<file path="config.mk">
export PLATFORM = sky130hd
export DESIGN_NAME = bpo_port
export DESIGN_NICKNAME = d
export VERILOG_FILES = /design/src/bpo_pkg.sv /design/src/bpo_port.sv /design/src/bpo_sync.sv
export SDC_FILE = /design/constraint.sdc
export NUM_CORES = 1
export LEC_CHECK = 0
export BUFFER_PORTS_ARGS = -buffer_cell sky130_fd_sc_hd__buf_2
export CAP_MARGIN = 20
export CORE_MARGIN = 2
export CORE_UTILIZATION = 37
export DETAILED_ROUTE_END_ITERATION = 16
export REMOVE_ABC_BUFFERS = 1
export SYNTH_ARGS = -nofsm -noshare
export SYNTH_HDL_FRONTEND = slang
export SYNTH_SLANG_ARGS = --single-unit
export TNS_END_PERCENT = 30
</file>
<file path="constraint.sdc">
create_clock -name clock_in -period 6.9 [get_ports clock_in]
set_input_delay 0.345 -clock clock_in [delete_from_list [all_inputs] [get_ports clock_in]]
set_output_delay 0.345 -clock clock_in [all_outputs]
set_load 0.01 [all_outputs]
</file>
<file path="src/bpo_pkg.sv">
// Package for the dual bidirectional port with peripheral overrides.
// Assumes an 8-bit register port and one system clock.
package bpo_pkg;

  ////////////////////////////////////////////////////////////////////
  // Register offsets on the plain register port
  localparam logic [3:0] BPO_OFS_H_DIR   = 4'h0;
  localparam logic [3:0] BPO_OFS_H_PINS  = 4'h1;
  localparam logic [3:0] BPO_OFS_H_LATCH = 4'h2;
  localparam logic [3:0] BPO_OFS_J_DIR   = 4'h3;
  localparam logic [3:0] BPO_OFS_J_PINS  = 4'h4;
  localparam logic [3:0] BPO_OFS_J_LATCH = 4'h5;
  localparam logic [3:0] BPO_OFS_MEMCTL  = 4'h6;
  localparam logic [3:0] BPO_OFS_PWMTRI  = 4'h7;
  localparam logic [3:0] BPO_OFS_ANASEL  = 4'h8;

  ////////////////////////////////////////////////////////////////////
  // Field positions and reset values
  localparam int         BPO_EXTERNAL_BUS_DISABLE_BIT    = 7;
  localparam int         BPO_PWM_LSB      = 4;
  localparam logic [7:0] BPO_DIR_RST      = 8'hff;
  localparam logic [7:0] BPO_LATCH_RST    = 8'h00;
  localparam logic       BPO_EXTERNAL_BUS_DISABLE_RST    = 1'b1;
  localparam logic [3:0] BPO_PWMTRI_RST   = 4'h0;
  localparam logic [3:0] BPO_ANASEL_RST   = 4'hf;
  localparam int         BPO_SYNC_STAGES  = 3;

  ////////////////////////////////////////////////////////////////////
  // Memory-interface control strobes, one per pin of port J
  typedef struct packed {
    logic upper_byte_enable;
    logic lower_byte_enable;
    logic chip_enable;
    logic byte_address_bit;
    logic write_high_strobe;
    logic write_low_strobe;
    logic output_enable;
    logic address_latch;
  } bpo_emi_ctrl_t;

  // PWM sources on port H pins 4..7, index 0 is pin 4
  typedef struct packed {
    logic [3:0] level;
    logic [3:0] active;
    logic [3:0] shutdown;
  } bpo_pwm_t;

endpackage : bpo_pkg

</file>
<file path="src/bpo_port.sv">
// Two 8-bit bidirectional ports with PWM, analog and memory-bus overrides.
// Assumes a single-master register port and pads resolved outside.
//
// Overview of operation
// Direction bit one tri-states the pin
// Direction bit zero drives the output latch
// Eight pins per port, independent directions
// Latch read-modify-write sees latch, not pins
// Port J pins are inputs after reset
// Pins read returns levels, write sets latch
// Latch read returns latch, write sets latch
// Memory bus drives all port J pins
// Clearing bus-disable bit seven starts takeover
// Port H pins 4-7 reset as analog
// Active PWM overrides latch when direction zero
// PWM output may tri-state on shutdown
// PWM mapping on port H pins 4-7
// One memory control strobe per J pin
// Direction registers reset to all ones
// Priority: memory bus, PWM, then latch
`timescale 1ns/100ps
module bpo_port
  import bpo_pkg::*;
(
  input  wire logic          clock_in,
  input  wire logic          rst_in,
  input  wire logic [3:0]    reg_addr_in,
  input  wire logic [7:0]    reg_wdata_in,
  input  wire logic          reg_write_in,
  input  wire logic          reg_read_in,
  output logic      [7:0]    reg_rdata_out,
  input  wire logic [7:0]    port_h_pin_in,
  output logic      [7:0]    port_h_pin_out,
  output logic      [7:0]    port_h_pin_oe_out,
  input  wire logic [7:0]    port_j_pin_in,
  output logic      [7:0]    port_j_pin_out,
  output logic      [7:0]    port_j_pin_oe_out,
  input  wire bpo_pwm_t      pwm_in,
  input  wire bpo_emi_ctrl_t emi_ctrl_in,
  output logic               ext_bus_enabled_out,
  output logic      [3:0]    analog_enable_out
);

  ////////////////////////////////////////////////////////////////////
  // Drive of a plain port bit: returns {oe, level}
  function automatic logic [1:0] bpo_drive(input logic dir,
                                           input logic lat);
    bpo_drive = {~dir, lat};
  endfunction : bpo_drive

  function automatic logic bpo_hit(input logic [3:0] a,
                                   input logic [3:0] ofs);
    bpo_hit = (a == ofs);
  endfunction : bpo_hit

  ////////////////////////////////////////////////////////////////////
  // Synchronised pin levels, H in the low byte
  logic [15:0] pins_sync;

  bpo_sync #(
    .WIDTH (16)
  ) u_sync (
    .clock_in (clock_in),
    .rst_in   (rst_in),
    .d_in     ({port_j_pin_in, port_h_pin_in}),
    .q_out    (pins_sync)
  );

  ////////////////////////////////////////////////////////////////////
  // Register state
  logic [7:0] dir_h_q,  dir_h_d;
  logic [7:0] lat_h_q,  lat_h_d;
  logic [7:0] dir_j_q,  dir_j_d;
  logic [7:0] lat_j_q,  lat_j_d;
  logic       external_bus_disable_q,  external_bus_disable_d;
  logic [3:0] pwmtri_q, pwmtri_d;
  logic [3:0] anasel_q, anasel_d;
  logic [7:0] rdata_d;
  logic [7:0] pins_h_rd;
  logic [7:0] pins_j_rd;
  logic [3:0] ana_en;

  // Analog needs the direction bit set too
  assign ana_en    = anasel_q & dir_h_q[7:BPO_PWM_LSB];
  // Analog-selected pins read as zero in the digital path
  assign pins_h_rd = pins_sync[7:0] & ~{ana_en, 4'h0};
  assign pins_j_rd = pins_sync[15:8];

  always_comb begin
    dir_h_d  = dir_h_q;
    lat_h_d  = lat_h_q;
    dir_j_d  = dir_j_q;
    lat_j_d  = lat_j_q;
    external_bus_disable_d  = external_bus_disable_q;
    pwmtri_d = pwmtri_q;
    anasel_d = anasel_q;
    if (reg_write_in) begin
      unique case (reg_addr_in)
        BPO_OFS_H_DIR:   dir_h_d = reg_wdata_in;
        BPO_OFS_H_PINS:  lat_h_d = reg_wdata_in;
        BPO_OFS_H_LATCH: lat_h_d = reg_wdata_in;
        BPO_OFS_J_DIR:   dir_j_d = reg_wdata_in;
        BPO_OFS_J_PINS:  lat_j_d = reg_wdata_in;
        BPO_OFS_J_LATCH: lat_j_d = reg_wdata_in;
        BPO_OFS_MEMCTL:  external_bus_disable_d = reg_wdata_in[BPO_EXTERNAL_BUS_DISABLE_BIT];
        BPO_OFS_PWMTRI:  pwmtri_d = reg_wdata_in[3:0];
        BPO_OFS_ANASEL:  anasel_d = reg_wdata_in[3:0];
        default: ;
      endcase
    end
  end

  // Read data stand only in the cycle after the strobe
  always_comb begin
    rdata_d = 8'h00;
    if (reg_read_in) begin
      unique case (reg_addr_in)
        BPO_OFS_H_DIR:   rdata_d = dir_h_q;
        BPO_OFS_H_PINS:  rdata_d = pins_h_rd;
        BPO_OFS_H_LATCH: rdata_d = lat_h_q;
        BPO_OFS_J_DIR:   rdata_d = dir_j_q;
        BPO_OFS_J_PINS:  rdata_d = pins_j_rd;
        BPO_OFS_J_LATCH: rdata_d = lat_j_q;
        BPO_OFS_MEMCTL:  rdata_d = {external_bus_disable_q, 7'h00};
        BPO_OFS_PWMTRI:  rdata_d = {4'h0, pwmtri_q};
        BPO_OFS_ANASEL:  rdata_d = {4'h0, anasel_q};
        default:         rdata_d = 8'h00;
      endcase
    end
  end

  always_ff @(posedge clock_in or posedge rst_in) begin
    if (rst_in) begin
      dir_h_q       <= BPO_DIR_RST;
      lat_h_q       <= BPO_LATCH_RST;
      dir_j_q       <= BPO_DIR_RST;
      lat_j_q       <= BPO_LATCH_RST;
      external_bus_disable_q       <= BPO_EXTERNAL_BUS_DISABLE_RST;
      pwmtri_q      <= BPO_PWMTRI_RST;
      anasel_q      <= BPO_ANASEL_RST;
      reg_rdata_out <= 8'h00;
    end else begin
      dir_h_q       <= dir_h_d;
      lat_h_q       <= lat_h_d;
      dir_j_q       <= dir_j_d;
      lat_j_q       <= lat_j_d;
      external_bus_disable_q       <= external_bus_disable_d;
      pwmtri_q      <= pwmtri_d;
      anasel_q      <= anasel_d;
      reg_rdata_out <= rdata_d;
    end
  end

  ////////////////////////////////////////////////////////////////////
  // Pin drive; registered so outputs come from flip-flops, at the
  // cost of one cycle from register change to pin
  logic [7:0] h_out_d, h_oe_d;
  logic [7:0] j_out_d, j_oe_d;
  logic       ebus_en_d;
  logic [1:0] drv;
  logic [7:0] emi_bits;

  assign emi_bits  = emi_ctrl_in;
  assign ebus_en_d = ~external_bus_disable_q;

  always_comb begin
    h_out_d = 8'h00;
    h_oe_d  = 8'h00;
    j_out_d = 8'h00;
    j_oe_d  = 8'h00;
    drv     = 2'b00;
    for (int i = 0; i < 8; i++) begin
      drv        = bpo_drive(dir_h_q[i], lat_h_q[i]);
      h_oe_d[i]  = drv[1];
      h_out_d[i] = drv[0];
      drv = bpo_drive(dir_j_q[i], lat_j_q[i]);
      if (ebus_en_d) begin
        j_oe_d[i]  = 1'b1;
        j_out_d[i] = emi_bits[i];
      end else begin
        j_oe_d[i]  = drv[1];
        j_out_d[i] = drv[0];
      end
    end
    // Separate loop keeps every PWM index in range
    // Pin 4: pwm3 C, 5: pwm3 B, 6: pwm1 C, 7: pwm1 B
    for (int k = 0; k < 4; k++) begin
      if (pwm_in.active[k] && !dir_h_q[k+BPO_PWM_LSB]) begin
        h_out_d[k+BPO_PWM_LSB] = pwm_in.level[k];
        h_oe_d[k+BPO_PWM_LSB]  = ~(pwm_in.shutdown[k] & pwmtri_q[k]);
      end
    end
  end

  always_ff @(posedge clock_in or posedge rst_in) begin
    if (rst_in) begin
      port_h_pin_out      <= 8'h00;
      port_h_pin_oe_out   <= 8'h00;
      port_j_pin_out      <= 8'h00;
      port_j_pin_oe_out   <= 8'h00;
      ext_bus_enabled_out <= 1'b0;
      analog_enable_out   <= 4'h0;
    end else begin
      port_h_pin_out      <= h_out_d;
      port_h_pin_oe_out   <= h_oe_d;
      port_j_pin_out      <= j_out_d;
      port_j_pin_oe_out   <= j_oe_d;
      ext_bus_enabled_out <= ebus_en_d;
      analog_enable_out   <= ana_en;
    end
  end

  for (genvar k = 0; k < 4; k++) begin : g_pwm_chk

  end
endmodule : bpo_port

</file>
<file path="src/bpo_sync.sv">
// Pin input synchroniser with a two-sample agreement filter.
// Assumes asynchronous pin levels; output is in the clock_in domain.
`timescale 1ns/100ps
module bpo_sync
  import bpo_pkg::*;
#(
  parameter int WIDTH = 16
) (
  input  wire logic             clock_in,
  input  wire logic             rst_in,
  input  wire logic [WIDTH-1:0] d_in,
  output logic      [WIDTH-1:0] q_out
);

  logic [WIDTH-1:0] s1_q;
  logic [WIDTH-1:0] s2_q;
  logic [WIDTH-1:0] s3_q;
  logic [WIDTH-1:0] q_d;

  // Only bits where the last two samples agree may change
  always_comb begin
    q_d = (q_out & (s2_q ^ s3_q)) | (s2_q & ~(s2_q ^ s3_q));
  end

  always_ff @(posedge clock_in or posedge rst_in) begin
    if (rst_in) begin
      s1_q  <= '0;
      s2_q  <= '0;
      s3_q  <= '0;
      q_out <= '0;
    end else begin
      s1_q  <= d_in;
      s2_q  <= s1_q;
      s3_q  <= s2_q;
      q_out <= q_d;
    end
  end

endmodule : bpo_sync

</file>
* Yosys cells after proc, flatten, opt, wreduce, memory -nomap -nowiden
Cells that the tools add are included.
** Word-level totals
- Output and inout port bits :: 45
- Input bits :: 52
- Register bits after elaboration :: 150
** Cells by class
- Eq/ne operators :: 8
- Bitwise logic cells :: 33
- Muxes and demuxes :: 26
- Reduce and logical (&&, ||, !) cells :: 18
** Operators with widths (count)
- $pmux 8 s9 :: 1
- $and 16x16->16 :: 2
- $mux 1 :: 24
- $not 1->1 :: 21
- $eq 4x3->1 const B :: 4
- $not 16->16 :: 1
- $or 16x16->16 :: 1
- $xor 16x16->16 :: 1
- $reduce_and 2->1 :: 7
- $and 8x8->8 :: 1
- $eq 4x2->1 const B :: 2
- $mux 8 :: 1
- $not 8->8 :: 1
- $and 1x1->1 :: 4
- $and 4x4->4 :: 1
- $eq 4x1->1 const B :: 1
- $eq 4x4->1 const B :: 1
- $logic_and 1x1->1 :: 4
- $logic_not 1->1 :: 4
- $logic_not 4->1 :: 1
- $reduce_or 2->1 :: 2

* Depth between registers and ports, before layout
- Depth after elaboration :: 5
- Mapped depth :: 6
- Depth with buffers taken out :: 4

* By module
From an unflattened synthesis, not the netlist that was laid out.
** Second synthesis, totals
- Cell total of the unflattened synthesis :: 343
- Area, all modules :: 5418.9 um2
** By module, submodules not included
- bpo_port :: times used 1, area each 3633.5 um2, cells an instance 262
- bpo_sync :: times used 1, area each 1785.5 um2, cells an instance 81

* Worst setup path after synthesis
Ideal clock, no wire load.
- Kind :: input to register
- Start :: input port reg_addr_in[2]
- End :: register pwmtri_q[0]
- Stages on the path :: 5
- Arrival :: 1366 ps
- Path buffers :: 2
- Path slack :: 5407 ps
- Cells stage by stage :: buf_2 > and3_1 > and3_1 > buf_2 > mux2_1
** Between the ends
- Longest elaborated chain between the ends :: 2
** Ends and longest elaborated chain
- start: declaration :: RTL line bpo_port.sv:27 : input wire logic [3:0] reg_addr_in,
- $eq 4x3->1 :: RTL line bpo_port.sv:98 : unique case (reg_addr_in)
- $reduce_and 2->1 (no source line)
- end signal: assignment :: RTL line bpo_port.sv:148 : pwmtri_q <= pwmtri_d;
- end: declaration :: RTL line bpo_port.sv:76 : logic [3:0] pwmtri_q, pwmtri_d;
Every way passes these cells.
A chain may end at the register's enable or synchronous reset.

* Worst setup path in the final report
- Start :: input port reg_addr_in[0]
- End :: register pwmtri_q[0]
The elaborated chain is that of the path after synthesis.

==> out/summary.md <==
The count of cells in the finished layout, fillers not included, comes to 650. In this run the static leakage power is 3.00 nW. For the hold-fix buffer count after cts, the log shows 0.

The path class of the tightest hold or removal check is input pin to async pin. The clock-pin slew on the worst setup and hold paths was 0.06 ns. The floorplan step set the die width to 125 um. The number of violations of the max-capacitance limit is 0.

The run gives 0 as the total of cells resized after clock tree synthesis. In this run the worst path has a maximum fanout of 31. In the synthesized netlist, the number of instances is 351.

In this run, placement finished with an instance count of 618. Entering global routing, the biggest net connects 80 pins. The run gives 0 as the initial antenna violation count. Combinational fraction of design power: 0.109. The flow ran to the end, and the final reports show no timing, DRC or antenna violations.

The logs give 0.471 for the share of power burned in registers and 0.352 for the headroom to the max-slew limit. The type of element launching the critical path was an input pin. The critical path in this run is classified as input pin to register.

Counting every sink on the clock net gives 150. At the pin with the least slew margin, the transition time is 0.972 ns. The number of vias in the routed layout was 3117.

Clock root buffer: clkbuf_16. The relative contribution of the clock network to total power was 0.420; the count of port buffers added during placement was 96. The tools report the overflow left after global routing as 0. For the final database, setup skew stands at 0.0149 ns. The portion of the clock cycle consumed by the worst path in the final layout was 0.239; the fraction of final layout cells with drive strength greater than 1 was 0.408. The total global routing track utilization came out at 0.156. The average instance in the mapped netlist occupies 15.4 um2. Summed over all nets, the switching power comes to 0.000557 W. After legalization and detailed placement, the total HPWL measured 7500 um. Relative to the synthesized area, the layout overhead comes to 24.1%.

The count of filler cells inserted in the layout came out at 1288. The floorplan step defined a die boundary enclosing 15500 um2. The tools report the number of buffers on the longest clock path as 2. In this run the count of I/O pins placed on the die edge is 97.

In this run the critical register-to-register path is launched from external_bus_disable_q$_DFFE_PP1P_. Dividing total power by cell area gives a power density of 357 nW/um2. The achievable frequency is 607 MHz, and the count of nets left with antenna violations after detail routing is 0.

The total count of max-transition violations in the final report was 0; the post-layout net count was 505. Net switching share of the total power: 0.234. TritonCTS built the clock tree. Average detailed-routed wire length per instance: 17.6 um.

Counting distinct cell types in the post-synthesis netlist gives 43. Setup violations remaining at the end of the flow were counted as 0. The core region is 14400 um2. The tools report the startpoint of the most critical setup path as reg_addr_in[0].

The final hold violation count came out at 0. After the first detailed-routing iteration, the DRC count stood at 182. The tools report the detailed-router iteration count before antenna repair as 4. The synthesized flop and latch total is 150. The minimum clock period after layout came out at 1.65 ns. The tools report the initial standard-cell utilization of the core as 0.375. The tools report the clock latency of the later-clocked register in the worst-skew pair as 0.42 ns.

Setup repair after global routing left no endpoint under its margin. The required time of the worst setup path came out at 7.19 ns. For the worst setup path, the data arrival time is 1.94 ns. For this run, design rule violations remaining after detail routing come to 0.

The logs give 5.43 ns for the setup slack of the most critical reg-to-reg path and 3307 for the number of global-route vias before repair. The sum of negative setup slack is 0 ns, and the floorplan row count is 44. Routability-driven placement finished with a final weighted congestion of 0.862. After detailed routing, the number of vias per cell comes to 4.80.

The vertical extent of the die was 125 um; the post-CTS setup repair buffer count was 0. The tools report the share of the yosys chip area belonging to registers as 0.701. STA classifies the critical path endpoint as a register.

TritonCTS created 17 clock buffers. For this run, the number of Yosys warnings is 0. In this run the number of H-tree levels came out at 4.

The first global-routing pass estimated 18400 um of wire. The logs give 5390 um2 for the post-synthesis instance area and 0.176 mV for the largest voltage drop on the vdd net. The routed design has 11400 um of wire. The repair_antennas step left the layout with diodes totalling 0. The internal portion of the total power is 0.00183 W.
## layout by cell type (no fill, tap or decap), types with 3 or more instances in the layout
| cell type | Yosys | routed |
|---|---|---|
| and2_1 | 5 | 5 |
| mux2_1 | 25 | 25 |
| nor2b_1 | 3 | 3 |
| a31oi_1 | 9 | 9 |
| and3_1 | 5 | 5 |
| clkbuf_16 | 0 | 17 |
| clkbuf_8 | 0 | 6 |
| o21ai_0 | 3 | 3 |
| dfstp_2 | 21 | 21 |
| a221oi_1 | 3 | 3 |
| a2111oi_0 | 3 | 3 |
| inv_1 | 7 | 6 |
| a22o_1 | 4 | 4 |
| nand2b_1 | 3 | 3 |
| nor2_1 | 7 | 7 |
| nand2_1 | 19 | 19 |
| dfrtp_1 | 129 | 129 |
| mux2i_1 | 8 | 8 |
| buf_2 | 6 | 96 |
| mux2_2 | 34 | 34 |
| bufinv_16 | 0 | 4 |
| maj3_1 | 16 | 16 |
| a21oi_1 | 9 | 9 |
## metal layers
metal | GRT usage | part of all wire | wire length (um)
met3 | 0.0498 | 0.059 | 669
met4 | 0.0720 | 0.017 | 195
met2 | 0.234 | 0.48 | 5440
met5 | 0 | 0 | 0
met1 | 0.206 | 0.45 | 5100
## power groups by stage
stage | Clock (W) | Sequential (W) | Combinational, W
floorplan | 0 | 0.00113 | 0.000133
global placement | 0 | 0.00114 | 0.000258
detailed placement | 0 | 0.00114 | 0.000264
CTS | 0.00102 | 0.00112 | 0.000265
global route | 0.00106 | 0.00114 | 0.000289
finish | 0.00100 | 0.00112 | 0.000260
## cell families (layout without fill, tap and decap cells)
group                    count (synthesis)  in the layout  share of synthesized area
AO/OA/AOI/OAI                           37             37                     0.0464
AND/OR/NAND/NOR                         58             58                     0.0625
flip-flops                             150            150                      0.701
adder cells (fa/ha/maj)                 16             16                     0.0297
multiplexers                            67             67                      0.138
XOR/XNOR                                 1              1                    0.00163
buffers and inverters                   22            137                     0.0202
## area by class of cell
cell class                 count  area, um2  area share
timing repair buffer          97        488      0.0730
inverter                       8       35.0     0.00524
multi-input combinational    179       1500       0.224
clock buffer                  25        515      0.0771
sequential                   150       3780       0.565
tap                          184        230      0.0344
clock inverter                 7        139      0.0208
## path summary, 6_finish.rpt
check,cells after the start,end
hold reg to reg,0,u_sync.s2_q[10]$_DFF_PP0_
min in group clock_in,1,u_sync.s1_q[0]$_DFF_PP0_
max in group asynchronous,3,u_sync.s3_q[11]$_DFF_PP0_
setup / recovery,4,pwmtri_q[0]$_DFFE_PP0P_
setup reg to reg,3,reg_rdata_out[7]$_DFF_PP0_
hold / removal,2,u_sync.s1_q[2]$_DFF_PP0_
## worst max-delay path: stages
cell and delay [ns]:
buf_2 0.59, and3_1 0.36, and3_1 0.29, mux2_1 0.34
## stage by stage
stage / utilization / power, W / instance area [um2] / hold slack [ns] / setup WS, ns
after floorplan: - / 0.00126 / 5310 / 0.331 / 2.55
after global placement: 0.420 / 0.00139 / 6030 / 0.331 / 4.92
after detailed placement: 0.420 / 0.00140 / 6030 / 0.336 / 4.83
after CTS: 0.465 / 0.00241 / 6690 / 0.0130 / 5.26
after global routing: 0.465 / 0.00249 / 6690 / 0.0116 / 5.16
final: 0.465 / 0.00239 / 6690 / 0.0160 / 5.25
## cells in the mapped netlist (all sizes together)
cell type	instances	area, um2
nor3b	2	15.0
mux2i	8	80.1
maj3	16	160
o211ai	1	7.51
and3	5	31.3
or3b	1	8.76
and2	5	31.3
or4	1	7.51
clkbuf	4	15.0
a22o	4	35.0
buf	10	63.8
nor3	3	20.0
dfstp	21	552
nand3	3	25.0
nand2b	3	18.8
xor2	1	8.76
a31oi	9	56.3
inv	8	30.0
nor4b	1	8.76
nand2	20	77.6
and4	1	8.76
a211o	1	8.76
a221oi	3	26.3
dfrtp	129	3230
a2111oi	3	26.3
a2bb2oi	2	17.5
nand4	1	6.26
a21oi	9	45.0
nor4	1	21.3
a21o	1	7.51
o21ai	4	20.0
nor2b	3	18.8
mux2	59	664
nor2	8	37.5
Power figures use the tool's default switching activity.
